## config.mk

```make
export PLATFORM = sky130hd
export DESIGN_NAME = tsr_sensor_regs
export DESIGN_NICKNAME = d
export VERILOG_FILES = /design/src/include/tsr_pkg.sv /design/src/rtl/tsr_sensor_regs.sv
export VERILOG_INCLUDE_DIRS = /design/src /design/src/include
export SDC_FILE = /design/constraint.sdc
export NUM_CORES = 1
export LEC_CHECK = 0
export BUFFER_PORTS_ARGS = -buffer_cell sky130_fd_sc_hd__buf_2
export CORE_MARGIN = 4
export CORE_UTILIZATION = 45
export CTS_BUF_LIST = sky130_fd_sc_hd__clkbuf_16
export DETAILED_ROUTE_END_ITERATION = 10
export PLACE_DENSITY = 0.67
export SETUP_SLACK_MARGIN = 0.1
export SLEW_MARGIN = 0
export SYNTH_ARGS = -nofsm -noshare
export SYNTH_HDL_FRONTEND = slang
export SYNTH_SLANG_ARGS = --single-unit
```

## constraint.sdc

```tcl
create_clock -name clk -period 2.1 [get_ports clk]
set_input_delay 0.42 -clock clk [delete_from_list [all_inputs] [get_ports clk]]
set_output_delay 0.42 -clock clk [all_outputs]
set_load 0.02 [all_outputs]
```

## src/include/tsr_params.svh

```systemverilog
// Purpose: Offsets, field positions, reset values and timing counts of the
//          temperature sensor register block.
// Assumes: Included by bare name; definitions only.
// Notes:   Selector codes are the three low pointer bits.
`ifndef TSR_PARAMS_SVH
`define TSR_PARAMS_SVH

// ----------------------------------------------------------------------------
// Register selector codes
// ----------------------------------------------------------------------------
`define TSR_SEL_TEMP 3'h0
`define TSR_SEL_CONFIG 3'h1
`define TSR_SEL_HYST 3'h2
`define TSR_SEL_OVER 3'h3
`define TSR_SEL_ONESHOT 3'h4
`define TSR_ONESHOT_PTR 8'h04

// ----------------------------------------------------------------------------
// Reset values and masks
// ----------------------------------------------------------------------------
`define TSR_PTR_RESET 8'h00
`define TSR_CFG_RESET 8'h00
`define TSR_TEMP_RESET 16'h0000
`define TSR_HYST_RESET 16'h4B00
`define TSR_OVER_RESET 16'h5000
`define TSR_DATA_MASK 16'hFFF0
`define TSR_CFG_WR_MASK 8'hBF

// ----------------------------------------------------------------------------
// Configuration bit positions
// ----------------------------------------------------------------------------
`define TSR_CFG_SHUTDOWN 0
`define TSR_CFG_CMP_INT 1
`define TSR_CFG_POLARITY 2
`define TSR_CFG_FQ_LO 3
`define TSR_CFG_FQ_HI 4
`define TSR_CFG_ONESHOT 5
`define TSR_CFG_ALERT_FN 7

// ----------------------------------------------------------------------------
// Fault queue depths
// ----------------------------------------------------------------------------
`define TSR_FQ_ONE 3'h1
`define TSR_FQ_TWO 3'h2
`define TSR_FQ_FOUR 3'h4
`define TSR_FQ_SIX 3'h6

// ----------------------------------------------------------------------------
// Timing
// ----------------------------------------------------------------------------
`define TSR_CLK_MHZ 100
`define TSR_CONV_PERIOD_MS 100
`define TSR_CONV_PERIOD_CYC (`TSR_CONV_PERIOD_MS * 1000 * `TSR_CLK_MHZ)

`endif

```

## src/include/tsr_pkg.sv

```systemverilog
// Purpose: Types shared by the temperature sensor register block.
// Assumes: Nothing imported; users write tsr_pkg::name.
// Notes:   State encodings left to the tools.
package tsr_pkg;

  typedef enum logic [2:0] {
    LINK_IDLE,
    LINK_PTR,
    LINK_HI,
    LINK_LO,
    LINK_READ
  } tsr_link_type;

  typedef enum logic [0:0] {
    CONV_IDLE,
    CONV_BUSY
  } tsr_conv_type;

endpackage

```

## src/rtl/tsr_sensor_regs.sv

```systemverilog
// Purpose: Pointer-addressed register file, conversion sequencing, fault
//          queue and alert pin of a digital temperature sensor.
// Assumes: Byte-level bus framing done outside; converter outside on clk.
// Notes:   Bus pins are sampled through two flops; bus_clk edges found on clk.
`include "tsr_params.svh"
`timescale 1ns/1ps
`default_nettype none

module tsr_sensor_regs #(
  parameter int CONV_PERIOD_CYC = `TSR_CONV_PERIOD_CYC
) (
  input wire logic clk, // System clock, 100 MHz
  input wire logic sys_rst, // Synchronous reset, active high
  input wire logic bus_clk, // Serial byte clock from the bus
  input wire logic bus_frame, // High for a whole transaction
  input wire logic bus_rnw, // Transaction direction, 1 read
  input wire logic [7:0] bus_wdata, // Written byte, stable at bus_clk rise
  output logic [7:0] rd_byte, // Byte presented to the bus
  input wire logic [15:0] conv_data, // Converter result
  input wire logic conv_ready, // Converter result valid pulse
  output logic conv_start, // Start one conversion, pulse
  output logic conv_power, // Converter powered
  output logic alert_function_select, // Alert-function select bit
  output logic overtemp_alert_pin // Over-temperature alert pin
);

  localparam int TW = $clog2(CONV_PERIOD_CYC) + 1;

  // --------------------------------------------------------------------------
  // Decode helpers
  // --------------------------------------------------------------------------
  function automatic logic [15:0] sel_word(input logic [2:0] sel,
                                           input logic [15:0] temp,
                                           input logic [7:0] cfg,
                                           input logic [15:0] hyst,
                                           input logic [15:0] over);
    logic [15:0] w;
    w = temp;
    case (sel)
      `TSR_SEL_CONFIG: w = {cfg, cfg};
      `TSR_SEL_HYST: w = hyst;
      `TSR_SEL_OVER: w = over;
      default: w = temp;
    endcase
    return w;
  endfunction

  function automatic logic [2:0] fault_need(input logic [1:0] fq);
    logic [2:0] n;
    case (fq)
      2'h1: n = `TSR_FQ_TWO;
      2'h2: n = `TSR_FQ_FOUR;
      2'h3: n = `TSR_FQ_SIX;
      default: n = `TSR_FQ_ONE;
    endcase
    return n;
  endfunction

  // --------------------------------------------------------------------------
  // Pin synchronisers
  // --------------------------------------------------------------------------
  logic [10:0] sync1;
  logic [10:0] sync2;
  logic s_clk_d;
  logic s_frame_d;

  always_ff @(posedge clk) begin
    if (sys_rst) begin
      sync1 <= 11'h000;
      sync2 <= 11'h000;
      s_clk_d <= 1'b0;
      s_frame_d <= 1'b0;
    end else begin
      sync1 <= {bus_clk, bus_frame, bus_rnw, bus_wdata};
      sync2 <= sync1;
      s_clk_d <= sync2[10];
      s_frame_d <= sync2[9];
    end
  end

  wire s_frame = sync2[9];
  wire s_rnw = sync2[8];
  wire [7:0] s_wdata = sync2[7:0];
  wire clk_rise = sync2[10] & ~s_clk_d;
  wire frame_start = s_frame & ~s_frame_d;

  // --------------------------------------------------------------------------
  // Register file and link sequencing
  // --------------------------------------------------------------------------
  tsr_pkg::tsr_link_type link_st;
  logic [7:0] pointer;
  logic [7:0] cfg;
  logic [15:0] hyst_limit;
  logic [15:0] over_limit;
  logic [15:0] temp_value;
  logic [7:0] hi_hold;
  logic rd_low_next;
  logic trig_pulse;
  logic read_evt;

  wire [2:0] sel = pointer[2:0];
  wire [15:0] sel_data = sel_word(sel, temp_value, cfg, hyst_limit, over_limit);
  wire [15:0] wr_word = {hi_hold, s_wdata} & `TSR_DATA_MASK;
  wire sel_limit = (sel == `TSR_SEL_HYST) || (sel == `TSR_SEL_OVER);
  wire cfg_shutdown = cfg[`TSR_CFG_SHUTDOWN];
  wire cfg_int_mode = cfg[`TSR_CFG_CMP_INT];
  wire cfg_polarity = cfg[`TSR_CFG_POLARITY];
  wire cfg_oneshot = cfg[`TSR_CFG_ONESHOT];
  wire [1:0] cfg_fq = cfg[`TSR_CFG_FQ_HI:`TSR_CFG_FQ_LO];

  always_ff @(posedge clk) begin
    if (sys_rst) begin
      link_st <= tsr_pkg::LINK_IDLE;
      pointer <= `TSR_PTR_RESET;
      cfg <= `TSR_CFG_RESET;
      hyst_limit <= `TSR_HYST_RESET;
      over_limit <= `TSR_OVER_RESET;
      hi_hold <= 8'h00;
      rd_byte <= 8'h00;
      rd_low_next <= 1'b0;
      trig_pulse <= 1'b0;
      read_evt <= 1'b0;
    end else begin
      trig_pulse <= 1'b0;
      read_evt <= 1'b0;
      if (!s_frame) begin
        link_st <= tsr_pkg::LINK_IDLE;
      end else if (frame_start) begin
        read_evt <= s_rnw;
        rd_byte <= sel_data[15:8];
        rd_low_next <= 1'b1;
        link_st <= s_rnw ? tsr_pkg::LINK_READ : tsr_pkg::LINK_PTR;
      end else if (clk_rise) begin
        case (link_st)
          tsr_pkg::LINK_PTR: begin
            pointer <= s_wdata;
            trig_pulse <= (s_wdata == `TSR_ONESHOT_PTR);
            link_st <= tsr_pkg::LINK_HI;
          end
          tsr_pkg::LINK_HI: begin
            if (sel == `TSR_SEL_CONFIG) begin
              cfg <= s_wdata & `TSR_CFG_WR_MASK;
            end else begin
              hi_hold <= s_wdata;
              link_st <= tsr_pkg::LINK_LO;
            end
          end
          tsr_pkg::LINK_LO: begin
            // Temperature and one-shot data bytes are dropped here
            if (sel == `TSR_SEL_HYST) begin
              hyst_limit <= wr_word;
            end
            if (sel == `TSR_SEL_OVER) begin
              over_limit <= wr_word;
            end
            link_st <= tsr_pkg::LINK_HI;
          end
          tsr_pkg::LINK_READ: begin
            rd_byte <= rd_low_next ? sel_data[7:0] : sel_data[15:8];
            rd_low_next <= ~rd_low_next;
          end
          default: link_st <= tsr_pkg::LINK_IDLE;
        endcase
      end
    end
  end

  // --------------------------------------------------------------------------
  // Conversion sequencing
  // --------------------------------------------------------------------------
  tsr_pkg::tsr_conv_type conv_st;
  logic [TW-1:0] timer;

  wire run_normal = ~cfg_shutdown & ~cfg_oneshot;
  wire periodic_due = run_normal && (timer == TW'(CONV_PERIOD_CYC - 1));
  wire oneshot_go = trig_pulse & cfg_oneshot & ~cfg_shutdown;
  wire conv_idle = (conv_st == tsr_pkg::CONV_IDLE);
  wire start_req = (periodic_due | oneshot_go) & conv_idle;
  wire result_evt = conv_ready & ~conv_idle & ~cfg_shutdown;
  wire [15:0] new_temp = conv_data & `TSR_DATA_MASK;

  always_ff @(posedge clk) begin
    if (sys_rst) begin
      conv_st <= tsr_pkg::CONV_IDLE;
      timer <= '0;
      conv_start <= 1'b0;
      conv_power <= 1'b0;
      temp_value <= `TSR_TEMP_RESET;
    end else begin
      conv_start <= start_req;
      timer <= (run_normal && !periodic_due) ? timer + TW'(1) : '0;
      // Outside shutdown, converter stays up in normal mode, and in one-shot mode only while a conversion runs
      conv_power <= ~cfg_shutdown & (~cfg_oneshot | start_req
                    | (~conv_idle & ~conv_ready));
      if (result_evt) begin
        temp_value <= new_temp;
      end
      case (conv_st)
        tsr_pkg::CONV_IDLE: begin
          if (start_req) begin
            conv_st <= tsr_pkg::CONV_BUSY;
          end
        end
        tsr_pkg::CONV_BUSY: begin
          // Shutdown abandons a conversion in flight
          if (conv_ready || cfg_shutdown) begin
            conv_st <= tsr_pkg::CONV_IDLE;
          end
        end
        default: conv_st <= tsr_pkg::CONV_IDLE;
      endcase
    end
  end

  // --------------------------------------------------------------------------
  // Fault queue and alert
  // --------------------------------------------------------------------------
  logic [2:0] fault_cnt;
  logic alert_active;
  logic int_armed;

  wire is_fault = $signed(new_temp[15:4]) > $signed(over_limit[15:4]);
  wire below_hyst = $signed(new_temp[15:4]) < $signed(hyst_limit[15:4]);
  wire [2:0] cnt_inc = (fault_cnt == `TSR_FQ_SIX) ? fault_cnt : fault_cnt + 3'h1;
  wire [2:0] next_cnt = is_fault ? cnt_inc : 3'h0;
  wire reached = is_fault && (cnt_inc >= fault_need(cfg_fq));
  wire int_set = result_evt & reached & int_armed;
  wire cmp_alert = reached ? 1'b1 : (below_hyst ? 1'b0 : alert_active);
  wire int_alert = int_set | (alert_active & ~read_evt);
  wire next_alert = cfg_int_mode ? int_alert
                    : (result_evt ? cmp_alert : alert_active);

  always_ff @(posedge clk) begin
    if (sys_rst) begin
      fault_cnt <= 3'h0;
      alert_active <= 1'b0;
      int_armed <= 1'b1;
      overtemp_alert_pin <= 1'b1;
      alert_function_select <= 1'b0;
    end else begin
      if (result_evt) begin
        fault_cnt <= next_cnt;
      end
      // Interrupt re-arms only after a drop below hysteresis
      if (int_set) begin
        int_armed <= 1'b0;
      end else if (result_evt && below_hyst) begin
        int_armed <= 1'b1;
      end
      alert_active <= next_alert;
      overtemp_alert_pin <= cfg_polarity ? next_alert : ~next_alert;
      alert_function_select <= cfg[`TSR_CFG_ALERT_FN];
    end
  end

  // --------------------------------------------------------------------------
  // Checks
  // --------------------------------------------------------------------------
  property p_oneshot_down;
    @(posedge clk) disable iff (sys_rst)
      (cfg_oneshot && conv_idle && !oneshot_go) |=> !conv_power;
  endproperty
  a_oneshot_down: assert property (p_oneshot_down) else $error("converter up in one-shot");

  property p_oneshot_start;
    @(posedge clk) disable iff (sys_rst)
      (oneshot_go && conv_idle) |=> conv_start ##1 (!conv_start && !conv_idle);
  endproperty
  a_oneshot_start: assert property (p_oneshot_start) else $error("one-shot not started");

  property p_trig_ignored;
    @(posedge clk) disable iff (sys_rst)
      (trig_pulse && !cfg_oneshot && !periodic_due) |=> !conv_start;
  endproperty
  a_trig_ignored: assert property (p_trig_ignored) else $error("trigger outside one-shot");

  property p_ptr_load;
    @(posedge clk) disable iff (sys_rst)
      (s_frame && !frame_start && clk_rise && link_st == tsr_pkg::LINK_PTR)
        |=> (pointer == $past(s_wdata));
  endproperty
  a_ptr_load: assert property (p_ptr_load) else $error("pointer not loaded");

  property p_low_zero;
    @(posedge clk) disable iff (sys_rst)
      (temp_value[3:0] == 4'h0) && (hyst_limit[3:0] == 4'h0) && (over_limit[3:0] == 4'h0);
  endproperty
  a_low_zero: assert property (p_low_zero) else $error("low nibble not zero");

  property p_fault_clear;
    @(posedge clk) disable iff (sys_rst)
      (result_evt && !is_fault) |=> (fault_cnt == 3'h0);
  endproperty
  a_fault_clear: assert property (p_fault_clear) else $error("fault count kept");

  property p_queue_gate;
    @(posedge clk) disable iff (sys_rst)
      (result_evt && !cfg_int_mode && !alert_active && !below_hyst
        && (cnt_inc < fault_need(cfg_fq))) |=> !alert_active;
  endproperty
  a_queue_gate: assert property (p_queue_gate) else $error("alert before queue full");

  property p_int_read_clear;
    @(posedge clk) disable iff (sys_rst)
      (cfg_int_mode && alert_active && read_evt && !int_set) |=> !alert_active;
  endproperty
  a_int_read_clear: assert property (p_int_read_clear) else $error("read kept alert");

  property p_cmp_release;
    @(posedge clk) disable iff (sys_rst)
      (result_evt && !cfg_int_mode && below_hyst && !reached) |=> !alert_active;
  endproperty
  a_cmp_release: assert property (p_cmp_release) else $error("alert not released");

  property p_polarity;
    @(posedge clk) disable iff (sys_rst)
      1'b1 |=> (overtemp_alert_pin == ($past(cfg_polarity) ? alert_active : !alert_active));
  endproperty
  a_polarity: assert property (p_polarity) else $error("alert pin polarity wrong");

  c_oneshot: cover property (@(posedge clk) disable iff (sys_rst) oneshot_go && conv_idle);
  c_alert: cover property (@(posedge clk) disable iff (sys_rst) !alert_active ##1 alert_active);
  c_read: cover property (@(posedge clk) disable iff (sys_rst) read_evt ##[1:40] clk_rise);

endmodule

`default_nettype wire

```

Word level (Yosys, flattened, before mapping). Cells that the tools add are included.

Input port bits: 30. Bits in registers: 127. Output and inout port bits: 12.

Bitwise logic cells: 32. Add/subtract/negate cells: 2. Order comparisons: 3. Reduce and logical (&&, ||, !) cells: 21. Muxes and demuxes: 26. Equality and inequality tests: 15.

Operators with widths (count): one-hot mux 16 bit (3 select lines) (1); two-way mux 8 bit (4); adder 25 x 1 -> 25 bit (second input constant) (1); == test 25 x 24 -> 1 bit (second input constant) (1); AND reduction 5 bit (4); two-way mux 3 bit (6); one-hot mux 3 bit (3 select lines) (2); inverter 1 bit (15); AND 1 bit (13); == test 3 x 2 -> 1 bit (second input constant) (4); > comparator 12 bit (1); < comparator 12 bit (1); two-way mux 1 bit (12); == test 8 x 3 -> 1 bit (second input constant) (1); == test 3 x 1 -> 1 bit (second input constant) (2); == test 3 bit (second input constant) (2); AND reduction 3 bit (2); nonzero test 2 bit (3); OR reduction 2 bit (3); OR reduction 5 bit (1); == test 2 bit (second input constant) (2); logical AND 1 bit (4); OR 1 bit (4); AND reduction 4 bit (1); other kinds (9) (9).

Logic depth before layout (Yosys ltp). Gate-level depths: netlist of run 1.

Depth after elaboration: 10. Mapped depth: 12. Depth with buffers taken out: 12.

Worst setup path before layout of run 1. No wires, ideal clock.

Path kind: input port to flip-flop. Start: input conv_data[13]. End: register overtemp_alert_pin. Stages on the path: 8. Buffers on the path: 0. Library setup time: 0.072 ns. Slack: 0.022 ns. Arrival: 2.007 ns. Cell sequence: ha_1 -> a21oi_1 -> o22ai_1 -> or4b_1 -> a21oi_1 -> o211ai_1 -> a2bb2oi_2 -> mux2i_1.

Longest elaborated chain between the ends: 8.

RTL lines: from (decl) (RTL line tsr_sensor_regs.sv:19) `input wire logic [15:0] conv_data,`; > comparator 12 bit (RTL line tsr_sensor_regs.sv:222) `wire is_fault = $signed(new_temp[15:4]) > $signed(over_limit[15:4]);`; logical AND 1 bit (RTL line tsr_sensor_regs.sv:226) `wire reached = is_fault && (cnt_inc >= fault_need(cfg_fq));`; AND 1 bit (2 in series) (RTL line tsr_sensor_regs.sv:227) `wire int_set = result_evt & reached & int_armed;`; OR 1 bit (RTL line tsr_sensor_regs.sv:229) `wire int_alert = int_set | (alert_active & ~read_evt);`; two-way mux 1 bit (*) (RTL line tsr_sensor_regs.sv:230) `wire next_alert = cfg_int_mode ? int_alert`; inverter 1 bit (RTL line tsr_sensor_regs.sv:251) `overtemp_alert_pin <= cfg_polarity ? next_alert : ~next_alert;`; two-way mux 1 bit (*) (RTL line tsr_sensor_regs.sv:251); to (signal assigned) (RTL line tsr_sensor_regs.sv:251); to (decl) (RTL line tsr_sensor_regs.sv:24) `output logic overtemp_alert_pin`.

Mark *: on every way between the ends. The rest lies on a longest branch, timed or not. A chain may end at the register's enable or synchronous reset.

Final worst setup path of run 1.
Start: register over_limit[7]. End: register overtemp_alert_pin.

Longest elaborated chain between the ends: 8.

RTL lines: from (decl) (RTL line tsr_sensor_regs.sv:94) `logic [15:0] over_limit;`; from (signal assigned) (RTL line tsr_sensor_regs.sv:117) `` over_limit <= `TSR_OVER_RESET; ``; from (signal assigned) (RTL line tsr_sensor_regs.sv:154) `over_limit <= wr_word;`; > comparator 12 bit (*) (RTL line tsr_sensor_regs.sv:222); logical AND 1 bit (*) (RTL line tsr_sensor_regs.sv:226); AND 1 bit (2 in series) (RTL line tsr_sensor_regs.sv:227); OR 1 bit (RTL line tsr_sensor_regs.sv:229); two-way mux 1 bit (*) (RTL line tsr_sensor_regs.sv:230); inverter 1 bit (RTL line tsr_sensor_regs.sv:251); two-way mux 1 bit (*) (RTL line tsr_sensor_regs.sv:251).

Marked as above.

==> summary.txt, run 1 <==
Worst setup path
  – R2r worst-path depth: 9
  – Top delay family on crit path: compound AO/OA/AOI/OAI gates
  – Crit path capture type: flip-flop
  – CP Class: reg2reg
  – CP required: 2.45 ns
  – Reg2reg setup slack: 0.05 ns
  – Crit path DAT: 2.40 ns
  – Crit-path max FO: 2
  – CP peak stage delay: 0.35 ns
  – Crit path max-delay cell type: dfxtp_2
  – Startpoint Class: flip-flop
  – Worst-path cell chain: inv_4 > ha_4 > and3_4 > a221o_1 > a211oi_2 > nand4b_1 > o21ai_4 > a2bb2oi_2 > mux2i_1
  – FF-to-FF Start: over_limit[7]
  – Reg-to-Reg End: overtemp_alert_pin
  – CP bufs+invs: 1

Layout
  – Ratio of cells with drive above 1 in the final layout: 24.8%
  – P&R area growth vs syn: 24.2%
  – Final Instance Area: 0.00712 mm²
  – # fillers: 1044
  – Antenna diode count: 0
  – Nets: 778
  – Util after Layout: 58.1%
  – Footprint of the multi-input gates: 0.00311 mm²
  – Post-Layout Cell Count: 899
  – Storage element area: 0.00256 mm²

Yosys
  – Part of the Yosys area used for sequential elements: 44.3%
  – Mapped Nets: 697
  – Yosys cell types: 63
  – Synth top area cells: dfxtp_1, mux2i_1, nor2_1
  – Synth top cells by count: dfxtp_1, nor2_1, nand2_1, mux2i_1, inv_1
  – Share of the synthesized area in the top cell type: 44.3%
  – Synth Instances: 638
  – Synth Register Bits: 127
  – Number of flops mapped to enable cells by yosys: 0
  – Yosys warnings: 0
  – Post-Syn Area: 0.00573 mm²
  – Ys async rst share: 0%
  – Primary FF master, synth: dfxtp_1
  – Synthesized area per cell: 8.99 µm²
  – Cell taking the most area after synthesis: dfxtp_1
  – Top-count cell post-synth: dfxtp_1

Power and ir drop
  – Sw Pwr: 1.27 mW
  – Clock share of power: 48.8%
  – Reg power frac: 46.4%
  – Pwr dens: 747 mW/mm²
  – VDD IR max: 0.000535 V
  – Power Internal: 4.05 mW
  – Pleak: 2.92 nW
  – Sw Ratio: 23.8%
  – Total Power: 5.32 mW
  – Combinational power share: 4.8%

STA
  – Fmax achieved: 0.488 GHz
  – Slew HR: 64.5%
  – Setup tns final: 0 ns
  – Final Skew: 0.00879 ns
  – Worst-Margin Slew: 0.531 ns
  – Fin. max-slew vios: 0
  – Final setup violation count: 0
  – Hold Violations, Final: 0
  – Tmin final: 2.05 ns
  – Tcrit/Tclk final: 97.7%
  – RSZ-0062 raised after global routing: yes

GRT
  – GR Overflow Total: 0
  – Initial antenna violation count: 0
  – Largest net degree at the start of global routing: 40
  – Vias in the first global route: 4629
  – First-pass GRT wire length: 23000 µm
  – Gr usage total: 20.1%

Routing
  – Total Wirelength: 14200 µm
  – Antenna Nets Post-Route: 0
  – DRT iter0 DRCs: 330
  – Routed vias/inst: 5.29
  – First-pass DRT Iterations: 6
  – Residual DRC: 0
  – Drt wl/cell: 15.7 µm
  – Via Count: 4752

Clock tree
  – CTS Hold Bufs: 0
  – CTS tree: built
  – Worst skew pair latency: 0.42 ns
  – CTS H-tree lvls: 4
  – Clock buffer count from CTS: 17
  – Clock buffer depth: 2
  – Clock root buffer: clkbuf_16
  – CTS Sinks: 127
  – Reg clk slew, reported paths: 0.06 ns

Placement
  – Cells after DPL: 856
  – Dpl cell area: 0.00636 mm²
  – Post-DP HPWL: 10200 µm
  – Global placement routability congestion: 0.997
  – Port bufs: 37

Floorplanning
  – Initial Utilization: 46.8%
  – Width of the chip: 121 µm
  – Die Y: 121 µm
  – Boundary pin count: 42
  – Core area: 0.0123 mm²
  – Row Count: 40
  – Die area: 0.0146 mm²

Worst hold path
  – Min-Delay Endpoint: sync1[8]
  – Hold Path Class: in2reg
  – Worst Hold Depth: 2
  – Hold path start: bus_rnw

Run status
  – Status: completed

Flow run
  – Max-cap violations: 0
-- kinds of logic (layout without fill, tap and decap cells) --
| family | after synthesis | count (layout) | share of synthesized area, % |
|---|---|---|---|
| xor gates and xnor gates | 24 | 24 | 3.67 |
| AOI/OAI and AO/OA | 94 | 94 | 11.0 |
| buffers and inverters | 62 | 155 | 4.43 |
| and+or+nand+nor | 260 | 260 | 22.5 |
| muxes | 42 | 42 | 7.77 |
| DFF | 127 | 127 | 44.3 |
| adders and majority gates | 29 | 29 | 6.33 |
-- worst max-delay path by stage --
stage                   start                 end  slack (ns)  depth (start not counted)
2_1_floorplan   conv_data[13]  overtemp_alert_pin        0.10                          8
3_3_place_gp    conv_data[11]  overtemp_alert_pin       -0.18                          9
3_5_place_dp    conv_data[11]  overtemp_alert_pin       -0.21                          9
4_1_cts        hyst_limit[13]  overtemp_alert_pin        0.03                          9
5_1_grt         over_limit[7]  overtemp_alert_pin       -0.07                          9
6_report        over_limit[7]  overtemp_alert_pin        0.05                          9
-- layout make-up --
type / instances / share of cell area, %
well taps: 168 / 2.95
inverters: 37 / 1.99
repair buffers: 87 / 8.05
clock buffers: 17 / 5.97
multi-input cells: 449 / 43.7
flip-flops and latches: 127 / 36.0
clock inverters: 14 / 1.37
-- sequential cells by signal (all words and copies together), names as in the netlist, 3 cells and up --
register    cells
timer          25
hyst_limit     12
over_limit     12
temp_value     12
sync1          11
sync2          11
hi_hold         8
rd_byte         8
cfg             7
fault_cnt       3
link_st         3
pointer         3
-- stage by stage --
step	worst slack [ns]	hold WS, ns
after floorplan	0.101	0.414
after global placement	-0.180	0.420
after detailed placement	-0.212	0.433
after CTS	0.0273	0.189
after global routing	-0.0749	0.199
final	0.0491	0.201
-- layout by cell type (no fill, tap or decap), drive strengths merged, types with 14 or more instances in the layout --
cell type,Yosys,final
nand2,57,57
clkbuf,14,17
dfxtp,127,127
buf,11,87
ha,29,29
and3,15,15
mux2i,40,40
a21oi,36,36
xor2,14,14
nor2,99,99
nand3,16,16
nor2b,33,33
inv,37,38
-- power groups by stage --
| stage | Sequential, mW | Combinational (mW) | Clock [mW] |
|---|---|---|---|
| global placement | 2.52 | 0.225 | 0 |
| detailed placement | 2.52 | 0.233 | 0 |
| finish | 2.47 | 0.258 | 2.59 |
| global route | 2.47 | 0.287 | 2.76 |
| floorplan | 2.51 | 0.133 | 0 |
| CTS | 2.47 | 0.249 | 2.65 |
-- metal layers --
metal	up-vias	routed length (µm)	GRT usage [%]
met5	-	0	0
met4	0	301	7.65
met3	24	733	4.85
met2	121	6480	32.1
met1	2259	6630	26.3
li1	2348	-	-
-- timing repair --
item | CTS | global route
resized for setup | 38 | 11
pin swaps | 16 | 11
setup endpoints to repair | 6 | 25
buffers inserted | 9 | 3
(Power assumes the default switching activity.)
==> inputs of run 2 (changes only) <==
- PLACE_DENSITY: 0.67 -> 0.64
- clock period: 2.1 -> 2.6 ns (I/O delays scaled with it)
==> run 2 against run 1 <==
Compared with the run above: final area shrank 6.6%; setup slack gained 0.22 ns; first-iteration DRC count shrank 22%; hold slack gained 0.11 ns; die area is the same; total power shrank 17%.
==> summary.txt, run 2 (synthesis gave the netlist of run 1 again) <==
STA
  – Tcrit/Tclk final: 89.6%
  – Final setup violation count: 0
  – Slew HR: 51.5%
  – Fin. max-slew vios: 0
  – Worst-Margin Slew: 0.727 ns
  – Fmax achieved: 0.429 GHz
  – Hold Violations, Final: 0
  – Tmin final: 2.33 ns
  – RSZ-0062 raised after global routing: no
  – Hold_ws: 0.311 ns
  – Final Skew: 0.00758 ns
  – Setup tns final: 0 ns

Placement
  – Post-DP HPWL: 9560 µm
  – Global placement routability congestion: 0.870
  – Port bufs: 37

Floorplanning
  – Row Count: 40
  – Initial Utilization: 46.8%
  – Width of the chip: 121 µm
  – Core area: 0.0123 mm²
  – Die Y: 121 µm
  – Die area: 0.0146 mm²
  – Boundary pin count: 42

Power and ir drop
  – Pleak: 2.73 nW
  – Total Power: 4.43 mW
  – Pwr dens: 666 mW/mm²
  – VDD IR max: 0.000595 V

Routing
  – Total Wirelength: 13300 µm
  – Antenna Nets Post-Route: 0
  – Routed vias/inst: 5.26
  – Drt wl/cell: 15.5 µm
  – Via Count: 4516
  – DRT iter0 DRCs: 256
  – First-pass DRT Iterations: 5
  – Residual DRC: 0

GRT
  – GR Overflow Total: 0
  – Gr usage total: 19.0%
  – Largest net degree at the start of global routing: 64
  – Vias in the first global route: 4358
  – Initial antenna violation count: 0
  – First-pass GRT wire length: 21600 µm

Layout
  – Largest register FFs: 25
  – Commonest non-fill, non-tap cell in the layout: dfxtp_1
  – P&R area growth vs syn: 16.0%
  – Ratio of cells with drive above 1 in the final layout: 13.2%
  – Nets: 737
  – Commonest non-fill, non-tap cells in the layout: dfxtp_1, nor2_1, nand2_1
  – Reg with most FFs: timer
  – Antenna diode count: 0

Clock tree
  – CTS tree: built
  – Clock buffer depth: 2
  – Reg clk slew, reported paths: 0.06 ns
  – Setup Buffers After CTS: 0
  – Worst skew pair latency: 0.41 ns
  – CTS H-tree lvls: 4
  – Clock buffer count from CTS: 17
  – CTS Hold Bufs: 0
  – CTS Sinks: 127
  – Clock root buffer: clkbuf_16

Worst setup path
  – CP Class: reg2reg
  – CP required: 2.95 ns
  – Crit path DAT: 2.67 ns
  – Startpoint Class: flip-flop
  – Crit path capture type: flip-flop
  – Crit-path max FO: 3

Worst hold path
  – Hold Path Class: in2reg

Flow run
  – Max-cap violations: 0

Run status
  – Status: completed
run 2: metal layers:
metal	track usage, %	up-vias	wire length, µm
met1	25.2	2118	6340
li1	-	2267	-
met2	29.2	105	6030
met3	5.08	26	567
met5	0	-	0
met4	8.07	0	335
run 2: worst max-delay path, stage by stage (launching register included):
cell and delay, ns:
dfxtp_1 0.36, inv_1 0.09, ha_1 0.29, a21oi_1 0.16, o22ai_1 0.10, or4b_1 0.52
a21oi_2 0.18, o211ai_1 0.13, a2bb2oi_2 0.23, mux2i_1 0.20
run 2: final timing paths:
path             startpoint                 end  slack [ns]  depth (start not counted)
max          hyst_limit[13]  overtemp_alert_pin        0.27                          9
min            bus_wdata[7]            sync1[7]        0.31                          2
max reg2reg  hyst_limit[13]  overtemp_alert_pin        0.27                          9
min reg2reg        sync1[6]            sync2[6]        0.43                          1
run 2: final cells by class:
cell class                 instances  area [µm²]
clock buffer                      17         425
multi-input combinational        449        2940
clock inverter                    15         143
tap                              168         210
sequential                       127        2540
timing repair buffer              46         253
fill                            1151        5610
inverter                          37         139
run 2: power breakdown:
group	switching [mW]	leakage [nW]	internal [mW]
registers	0.0175	1.03	1.97
logic	0.0964	1.43	0.0659
clock network	0.878	0.275	1.40
total	0.992	2.73	3.44
run 2: stage by stage:
stage / util, % / cell area (µm²) / cells / setup WS (ns)
after global placement: 49.6 / 6080 / 827 / 0.0771
final: 54.3 / 6650 / 859 / 0.271
after floorplan: - / 5730 / 638 / 0.422
after global routing: 54.3 / 6650 / 859 / 0.144
after detailed placement: 49.6 / 6080 / 827 / 0.0766
after CTS: 54.2 / 6650 / 859 / 0.229
run 2: what timing repair did:
| action | CTS | global route |
|---|---|---|
| endpoints found under the setup margin | 0 | 1 |
| resized for setup | 0 | 1 |
| endpoints found under the hold margin | 0 | 0 |
